`config.mk`:
```
export PLATFORM = sky130hd
export DESIGN_NAME = btqp_top
export DESIGN_NICKNAME = d
export VERILOG_FILES = /design/src/btqp_pkg.sv /design/src/btqp_oneshot.sv /design/src/btqp_top.sv
export SDC_FILE = /design/constraint.sdc
export NUM_CORES = 1
export LEC_CHECK = 0
export ABC_CLOCK_PERIOD_IN_PS = 2300
export BUFFER_PORTS_ARGS = -buffer_cell sky130_fd_sc_hd__buf_2
export CAP_MARGIN = 20
export CORE_MARGIN = 3
export CORE_UTILIZATION = 57
export CTS_CLUSTER_SIZE = 8
export DETAILED_ROUTE_END_ITERATION = 6
export GPL_TIMING_DRIVEN = 0
export PLACE_DENSITY = 0.79
export SETUP_SLACK_MARGIN = 0.02
export SLEW_MARGIN = 30
export SYNTH_ARGS = -nofsm -noshare
export SYNTH_HDL_FRONTEND = slang
export SYNTH_SLANG_ARGS = --single-unit
```
`constraint.sdc`:
```
create_clock -name mclk -period 2.3 [get_ports mclk]
set_input_delay 0.46 -clock mclk [delete_from_list [all_inputs] [get_ports mclk]]
set_output_delay 0.46 -clock mclk [all_outputs]
set_load 0.005 [all_outputs]
```
`src/btqp_pkg.sv`:
```
// constants and types shared by the speed one-shot and the gate logic
package btqp_pkg;

    localparam int CNT_W  = 16;
    localparam int ADDR_W = 4;
    localparam int DATA_W = 16;

    // clock and default speed-pulse on-time
    localparam int CLK_PERIOD_NS   = 50;
    localparam int TON_DEFAULT_US  = 100;
    localparam int TON_DEFAULT_CYC = (TON_DEFAULT_US * 1000) / CLK_PERIOD_NS;
    localparam logic [CNT_W-1:0] TON_RESET = TON_DEFAULT_CYC[CNT_W-1:0];

    // register map, word addresses on the plain register port
    localparam logic [ADDR_W-1:0] ADDR_TON   = 4'h0;
    localparam logic [ADDR_W-1:0] ADDR_STAT  = 4'h1;
    localparam logic [ADDR_W-1:0] ADDR_EDGES = 4'h2;

    // status register fields
    localparam int STAT_HALL_LSB  = 0;
    localparam int STAT_PULSE_BIT = 3;
    localparam int STAT_BAD_BIT   = 4;
    localparam int STAT_DIR_BIT   = 5;
    localparam int STAT_QUAD_BIT  = 6;
    localparam int STAT_GATE_LSB  = 7;
    localparam int STAT_USED_W    = 13;

    // hall codes, bit 2 = phase a, bit 0 = phase c
    localparam logic [2:0] HALL_ALL_LOW  = 3'h0;
    localparam logic [2:0] HALL_ALL_HIGH = 3'h7;

    // one-hot phase selects
    localparam logic [2:0] PH_A    = 3'h4;
    localparam logic [2:0] PH_B    = 3'h2;
    localparam logic [2:0] PH_C    = 3'h1;
    localparam logic [2:0] PH_NONE = 3'h0;

    typedef struct packed {
        logic [2:0] hi;
        logic [2:0] lo;
    } btqp_gate_t;

    localparam btqp_gate_t GATE_OFF = '{hi: PH_NONE, lo: PH_NONE};

    typedef struct packed {
        logic             wr;
        logic             rd;
        logic [ADDR_W-1:0] addr;
        logic [DATA_W-1:0] wdata;
    } btqp_bus_t;

endpackage

```
`src/btqp_oneshot.sv`:
```
// retriggerable speed-pulse monostable
module btqp_oneshot
    import btqp_pkg::*;
(
    input  wire logic             mclk,
    input  wire logic             rst,
    input  wire logic             trig,
    input  wire logic [CNT_W-1:0] width,
    output logic                  pulse
);

    logic [CNT_W-1:0] cnt_r;
    logic [CNT_W-1:0] cnt_nxt;
    logic             pulse_r;

    // a fresh edge reloads the full width, even mid-pulse
    assign cnt_nxt = trig ? width
                   : (cnt_r != '0) ? cnt_r - {{(CNT_W-1){1'b0}}, 1'b1}
                   : '0;

    always_ff @(posedge mclk)
    begin
        if (rst)
        begin
            cnt_r   <= '0;
            pulse_r <= 1'b0;
        end
        else
        begin
            cnt_r   <= cnt_nxt;
            pulse_r <= (cnt_nxt != '0);
        end
    end

    assign pulse = pulse_r;

    property p_width_load;
        @(posedge mclk) disable iff (rst)
        (trig && width != '0) |=> (cnt_r == $past(width)) && pulse_r;
    endproperty
    a_width_load: assert property (p_width_load)
        else $error("one-shot did not load the on-time");

    property p_pulse_end;
        @(posedge mclk) disable iff (rst)
        $fell(pulse_r) |->
            (($past(cnt_r) == 1) && !$past(trig)) ||
            ($past(trig) && ($past(width) == '0));
    endproperty
    a_pulse_end: assert property (p_pulse_end)
        else $error("speed pulse ended before its count ran out");

    property p_retrigger;
        @(posedge mclk) disable iff (rst)
        (trig && pulse_r && width != '0) |=>
            pulse_r && (cnt_r == $past(width));
    endproperty
    a_retrigger: assert property (p_retrigger)
        else $error("retrigger did not restart the on-time");

endmodule

```
`src/btqp_top.sv`:
```
// hall decode, speed pulse and quadrant PWM chopping of the gate commands
// Notes on behaviour
// - Any hall input edge, rising or falling, fires the speed one-shot.
// - One pulse per hall edge: six per electrical turn, rpm*pairs/10 Hz.
// - Pulse stays high for the programmed on-time count.
// - Quadrant select low: only low-side commands are chopped.
// - Two-quadrant: on interval both on; off interval low side off only.
// - Quadrant select high: high and low side both chopped together.
// - Direction change swaps to the opposite diagonal pair, same phases.
// - After reversal in two-quadrant, off interval drops only new low side.
// - A hall edge during the pulse restarts the on-time from zero.
//
// The register addresses and strobed register access were decided locally.
module btqp_top
    import btqp_pkg::*;
(
    input  wire logic              mclk,
    input  wire logic              rst,
    input  wire logic              hall_phase_a,
    input  wire logic              hall_phase_b,
    input  wire logic              hall_phase_c,
    input  wire logic              dirIn,
    input  wire logic              quadSel,
    input  wire logic              pwmOn,
    input  wire logic [ADDR_W-1:0] regAddr,
    input  wire logic [DATA_W-1:0] regWdata,
    input  wire logic              regWr,
    input  wire logic              regRd,
    output logic      [DATA_W-1:0] regRdata,
    output btqp_gate_t             gateCmd,
    output logic                   speed_pulse_out
);

    // two-flop synchronisers for the hall, direction, quadrant and PWM pin inputs
    logic [5:0] pinMeta_r;
    logic [5:0] pinSync_r;
    logic [2:0] hallPrev_r;

    logic [2:0] hallSync;
    logic       dirSync;
    logic       quadSync;
    logic       pwmSync;
    logic       hallEdge;
    logic       hallValid;
    logic [2:0] settle_r;
    logic       armed;

    btqp_bus_t        bus;
    logic [CNT_W-1:0] tonCount_r;
    logic [CNT_W-1:0] edgeCount_r;
    logic [DATA_W-1:0] regRdata_r;
    logic [DATA_W-1:0] statWord;
    logic [DATA_W-1:0] readMux;

    btqp_gate_t baseGate;
    btqp_gate_t gateNxt;
    btqp_gate_t gate_r;
    logic       speedPulse;

    // hall code to gate pair; reverse direction swaps the pair's sides
    function automatic btqp_gate_t commute(input logic [2:0] code,
                                           input logic       dirFwd);
        btqp_gate_t g;
        g = GATE_OFF;
        case (code)
            3'h5:    g = '{hi: PH_A, lo: PH_B};
            3'h4:    g = '{hi: PH_A, lo: PH_C};
            3'h6:    g = '{hi: PH_B, lo: PH_C};
            3'h2:    g = '{hi: PH_B, lo: PH_A};
            3'h3:    g = '{hi: PH_C, lo: PH_A};
            3'h1:    g = '{hi: PH_C, lo: PH_B};
            default: g = GATE_OFF;
        endcase
        if (!dirFwd)
        begin
            g = '{hi: g.lo, lo: g.hi};
        end
        return g;
    endfunction

    assign bus = '{wr: regWr, rd: regRd, addr: regAddr, wdata: regWdata};

    always_ff @(posedge mclk)
    begin
        if (rst)
        begin
            pinMeta_r  <= 6'h00;
            pinSync_r  <= 6'h00;
            hallPrev_r <= 3'h0;
        end
        else
        begin
            pinMeta_r  <= {hall_phase_a, hall_phase_b, hall_phase_c,
                           dirIn, quadSel, pwmOn};
            pinSync_r  <= pinMeta_r;
            hallPrev_r <= hallSync;
        end
    end

    // edges held off until the synchroniser holds real pin levels,
    // else the reset value of the previous code reads as a change
    always_ff @(posedge mclk)
    begin
        if (rst)
        begin
            settle_r <= 3'h0;
        end
        else
        begin
            settle_r <= {settle_r[1:0], 1'b1};
        end
    end

    assign armed    = settle_r[2];
    assign hallSync = pinSync_r[5:3];
    assign dirSync  = pinSync_r[2];
    assign quadSync = pinSync_r[1];
    assign pwmSync  = pinSync_r[0];

    assign hallEdge  = armed && (hallSync != hallPrev_r);
    assign hallValid = (hallSync != HALL_ALL_LOW) &&
                       (hallSync != HALL_ALL_HIGH);

    // one pulse per edge gives the six-per-revolution frequency
    btqp_oneshot btqp_oneshot_inst
    (
        .mclk  (mclk),
        .rst   (rst),
        .trig  (hallEdge),
        .width (tonCount_r),
        .pulse (speedPulse)
    );

    assign baseGate = commute(hallSync, dirSync);

    // two-quadrant leaves the high side on through the off interval
    assign gateNxt.lo = pwmSync ? baseGate.lo : PH_NONE;
    assign gateNxt.hi = (!quadSync || pwmSync) ? baseGate.hi
                      : PH_NONE;

    always_ff @(posedge mclk)
    begin
        if (rst)
        begin
            gate_r <= GATE_OFF;
        end
        else
        begin
            gate_r <= gateNxt;
        end
    end

    // register port; on-time is not checked against speed, software's job
    always_ff @(posedge mclk)
    begin
        if (rst)
        begin
            tonCount_r  <= TON_RESET;
            edgeCount_r <= '0;
            regRdata_r  <= '0;
        end
        else
        begin
            if (bus.wr && bus.addr == ADDR_TON)
            begin
                tonCount_r <= bus.wdata;
            end
            if (hallEdge)
            begin
                edgeCount_r <= edgeCount_r + {{(CNT_W-1){1'b0}}, 1'b1};
            end
            regRdata_r <= bus.rd ? readMux : '0;
        end
    end

    assign statWord = {{(DATA_W-STAT_USED_W){1'b0}},
                       gate_r, quadSync, dirSync, !hallValid,
                       speedPulse, hallSync};

    assign readMux = (bus.addr == ADDR_TON)   ? tonCount_r  :
                     (bus.addr == ADDR_STAT)  ? statWord    :
                     (bus.addr == ADDR_EDGES) ? edgeCount_r :
                     '0;

    assign regRdata        = regRdata_r;
    assign gateCmd         = gate_r;
    assign speed_pulse_out = speedPulse;

    property p_edge_fires;
        @(posedge mclk) disable iff (rst)
        (hallEdge && tonCount_r != '0) |=> speedPulse;
    endproperty
    a_edge_fires: assert property (p_edge_fires)
        else $error("hall edge did not raise the speed pulse");

    property p_edge_count;
        @(posedge mclk) disable iff (rst)
        hallEdge |=> edgeCount_r == $past(edgeCount_r) + 16'h0001;
    endproperty
    a_edge_count: assert property (p_edge_count)
        else $error("hall edge was not counted once");

    property p_two_quad_high;
        @(posedge mclk) disable iff (rst)
        !quadSync |=> gate_r.hi == $past(baseGate.hi);
    endproperty
    a_two_quad_high: assert property (p_two_quad_high)
        else $error("high side chopped in two-quadrant mode");

    property p_two_quad_off;
        @(posedge mclk) disable iff (rst)
        (!quadSync && !pwmSync) ##0 (baseGate != GATE_OFF) |=>
            (gate_r.lo == PH_NONE) && (gate_r.hi != PH_NONE);
    endproperty
    a_two_quad_off: assert property (p_two_quad_off)
        else $error("two-quadrant off interval wrong");

    property p_on_interval;
        @(posedge mclk) disable iff (rst)
        pwmSync |=> gate_r == $past(baseGate);
    endproperty
    a_on_interval: assert property (p_on_interval)
        else $error("on interval does not drive the decoded pair");

    property p_four_quad_off;
        @(posedge mclk) disable iff (rst)
        (quadSync && !pwmSync) |=> gate_r == GATE_OFF;
    endproperty
    a_four_quad_off: assert property (p_four_quad_off)
        else $error("four-quadrant off interval left a switch on");

    property p_reverse_pair;
        @(posedge mclk) disable iff (rst)
        (dirSync != $past(dirSync)) && (hallSync == $past(hallSync)) |->
            (baseGate.hi == $past(baseGate.lo)) &&
            (baseGate.lo == $past(baseGate.hi));
    endproperty
    a_reverse_pair: assert property (p_reverse_pair)
        else $error("reversal did not swap to the diagonal pair");

    property p_reverse_chop;
        @(posedge mclk) disable iff (rst)
        (dirSync != $past(dirSync)) ##0 (!quadSync && !pwmSync) |=>
            (gate_r.lo == PH_NONE) && (gate_r.hi == $past(baseGate.hi));
    endproperty
    a_reverse_chop: assert property (p_reverse_chop)
        else $error("after reversal the high side was chopped");

    property p_decode_shape;
        @(posedge mclk) disable iff (rst)
        hallValid |-> $onehot(baseGate.hi) && $onehot(baseGate.lo) &&
            ((baseGate.hi & baseGate.lo) == PH_NONE);
    endproperty
    a_decode_shape: assert property (p_decode_shape)
        else $error("valid hall code gave a bad phase pair");

    property p_invalid_off;
        @(posedge mclk) disable iff (rst)
        !hallValid |=> gate_r == GATE_OFF;
    endproperty
    a_invalid_off: assert property (p_invalid_off)
        else $error("invalid hall code left a switch on");

    property p_rise_needs_edge;
        @(posedge mclk) disable iff (rst)
        $rose(speedPulse) |-> $past(hallEdge);
    endproperty
    a_rise_needs_edge: assert property (p_rise_needs_edge)
        else $error("speed pulse rose without a hall edge");

    property p_quiet_after_reset;
        @(posedge mclk) disable iff (rst)
        !armed |=> !speedPulse;
    endproperty
    a_quiet_after_reset: assert property (p_quiet_after_reset)
        else $error("speed pulse fired before the inputs settled");

    property p_retrig_top;
        @(posedge mclk) disable iff (rst)
        (hallEdge && speedPulse && tonCount_r != '0) |=> speedPulse;
    endproperty
    a_retrig_top: assert property (p_retrig_top)
        else $error("edge during the pulse let it drop");

    property p_ton_write;
        @(posedge mclk) disable iff (rst)
        (bus.wr && bus.addr == ADDR_TON) |=> tonCount_r == $past(bus.wdata);
    endproperty
    a_ton_write: assert property (p_ton_write)
        else $error("on-time write did not land");

    property p_low_chopped;
        @(posedge mclk) disable iff (rst)
        !pwmSync |=> gate_r.lo == PH_NONE;
    endproperty
    a_low_chopped: assert property (p_low_chopped)
        else $error("low side stayed on in the off interval");

    property p_no_shoot;
        @(posedge mclk) disable iff (rst)
        (gate_r.hi & gate_r.lo) == PH_NONE;
    endproperty
    a_no_shoot: assert property (p_no_shoot)
        else $error("one leg has both switches on");

endmodule

```
==> results_dict.tcl <==
set metrics [dict create \
    hpwl_um 6690 \
    antenna_found_initial 0 \
    netlist_area_sq_mm 0.00382 \
    async_flop_share_pct 0 \
    worst_pin_slew_ns 0.955 \
    synth_commonest_cells "dfxtp_1, nor2_1, nand2_1, a21oi_1, nor3_1" \
    cts_root_buf "clkbuf_8" \
    rsz0062_at_grt "no" \
    skew_ns 0.00906 \
    final_layout_size_suffix_gt1_share_pct 19.0 \
    nets 528 \
    internal-power_uw 2940 \
    preCtsSetupSlack_ns -0.135 \
    cts_resized 0 \
    synth_top_cell_by_area "dfxtp_1" \
    slowest_stage "nor4_1" \
    crit_fanout 10 \
    setup_ws_ns 0.180 \
    slew_headroom_pct 35.8 \
    area_delta_synth_final_pct 14.7 \
    htree_levels 3 \
    drt_iter0_drc 279 \
    clk_latency_ns 0.36 \
    power_uw 4380 \
    status "complete, no violations" \
    p_clk_share_pct 26.1 \
    critPathBufInv 2 \
    clock_path_buffers 2 \
    wl_per_cell_um 15.8 \
    numClockSinks 89 \
    critical_path_required_ns 2.52 \
    first_pass_iters 5 \
    vdd_ir_drop_max_uv 747 \
    fin_crit_sh_pct 92.2 \
    power-per-cell-area_mw_per_mm2 1000 \
    routabilityCongestion 0.912 \
    maxSlewViolCount 0 \
    grt_pass1_wl_um 14300 \
    syn_inst 434 \
    drcViolationCount 0 \
    holdPathStages 3 \
    coreArea_sq_mm 0.00642 \
    swShare_pct 33.0 \
    avgSynthCellArea_sq_um 8.80 \
    yosysMostFrequentCell "dfxtp_1" \
    synth_edf_count 0 \
    p_switching_uw 1450 \
    die_h_um 87.9 \
    cp_cell_sequence "buf_2 -> nor4_1 -> nand2_1 -> clkbuf_1 -> nand2_1 -> a21oi_1" \
    vias 3302 \
    endpoint_kind "flop" \
    period_minus_slack_ns 2.12 \
    hold_viol 0 \
    setup_viol_count_final 0 \
    floorplan.initialDensity_pct 59.5 \
    seq_area_frac_synth_pct 46.6 \
    vias_per_cell 5.72 \
    p_comb_share_pct 31.6 \
    p_seq_share_pct 42.4 \
    crit_type "in -> reg" \
    yosys_warnings 0 \
    cp_slowest_stage_delay_ns 0.83 \
    diodes 0 \
    ys_types 48 \
    critical-path-top-delay-family "simple AND/OR/NAND/NOR gates" \
    crit_cells 6 \
    portBuffers 51 \
    post_cts_buffers 0 \
    cts_tree "done" \
    rows 29 \
    hold_buffers 0 \
    grt_usage_pct 24.3 \
    postRouteAntennaNets 0 \
    maxCapViolCount 0 \
    fmaxAchievable_mhz 472 \
    fin_util_pct 68.2 \
    final.fill_count 546 \
    final_area_sq_mm 0.00438 \
    grt_pass1_vias 2962 \
    critPathLaunchType "primary input" \
    grt_max_degree 15 \
    setup_tns_ns 0 \
    dieWidth_um 87.9 \
    wirelength_um 9110 \
    syn_nets 466 \
    cts_made_buffers 9 \
    cp_common_cell "nand2_1" \
    overflow 0 \
    io_pins 53 \
    reg2reg_depth 9 \
    synth-seq-cells 89 \
    die-area_sq_mm 0.00772 \
    dpl_cell_area_sq_mm 0.00417 \
    clk_pin_slew_ns 0.09 \
    yosysTopAreaCellShare_pct 46.6 \
    min_path_type "in -> reg" \
    leakagePower_uw 0.00171 \
    arrival_ns 2.34 \
    synth_area_leaders "dfxtp_1, nor2_1, nand2_1" \
    synth_flop_cell "dfxtp_1" \
]
## routing by layer
| metal | wire length (um) | vias up | track usage, % |
|---|---|---|---|
| li1 | - | 1633 | - |
| met1 | 4090 | 1526 | 32.9 |
| met2 | 4230 | 126 | 39.1 |
| met3 | 589 | 17 | 3.95 |
| met4 | 190 | 0 | 8.65 |
| met5 | 0 | - | 0 |
## cell type report
class | count | area, sq um | share of cell area [%]
timing repair buffer | 51 | 255 | 5.83
sequential | 89 | 1780 | 40.7
buffer | 26 | 126 | 2.88
clock buffer | 10 | 128 | 2.91
tap | 77 | 96.3 | 2.20
clock inverter | 5 | 81.3 | 1.86
multi-input combinational | 309 | 1880 | 42.8
inverter | 10 | 37.5 | 0.857
## flip-flops by register name, summed over array words and instances (netlist names), 3 cells and up
name and cells:
hallPrev_r 3, tonCount_r 16, edgeCount_r 16, regRdata 16, gateCmd 6, pinMeta_r 6
btqp_oneshot_inst.cnt_r 16, pinSync_r 6, settle_r 3
## worst reg2reg max path, cell delays in order (launching register included)
cell,delay [ns]
dfxtp_1,0.35
inv_1,0.09
ha_1,0.20
or3b_1,0.34
buf_2,0.16
o41a_1,0.38
buf_6,0.15
buf_8,0.15
a22oi_2,0.11
nor2_1,0.05
## cells in the final DEF, fill, tap and decap left out, drive strengths merged, types with 3 or more instances in the layout
cell    count
nor2b      18
xnor2      19
nand3      12
inv        10
a22oi      28
nor3       21
xor2        7
buf        58
nand4       6
nor4       12
nor3b       4
dfxtp      89
nor2       56
nand2      49
nand4b      3
a21oi      24
o21ai       5
nand2b     12
o31ai       6
clkbuf     29
or4         3
or3         5
## per-stage QoR
stage | instances | hold WS, ns
6_report | 577 | 0.307
5_1_grt | 577 | 0.307
4_1_cts | 577 | 0.296
3_5_place_dp | 562 | 0.425
3_3_place_gp | 562 | 0.416
2_1_floorplan | 434 | 0.414
## cell families after synthesis
kind of cell | count (synthesis) | share of synthesized area [%]
DFF | 89 | 46.6
xor gates and xnor gates | 26 | 6.16
buffers and inverters | 36 | 4.29
adders and majority gates | 2 | 0.655
AOI/OAI and AO/OA | 72 | 14.4
and+or+nand+nor | 209 | 27.9
## power by group through the flow
stage | Clock (uW) | Sequential [uW] | Combinational [uW]
final | 1140 | 1860 | 1380
after detailed placement | 0 | 1880 | 1370
after floorplan | 0 | 1850 | 1130
after CTS | 1150 | 1850 | 1380
after global routing | 1220 | 1870 | 1520
after global placement | 0 | 1880 | 1330
## worst paths after layout
path                                                 start                          to  slack (ns)
worst min register to register                 settle_r[1]                 settle_r[2]        0.44
worst min-delay path                           regWdata[8]               tonCount_r[8]        0.31
worst max register to register  btqp_oneshot_inst.cnt_r[0]  btqp_oneshot_inst.cnt_r[3]        0.18
worst max-delay path                            regAddr[3]              tonCount_r[11]        0.18
Note: power is estimated with default switching activity, not from simulation.
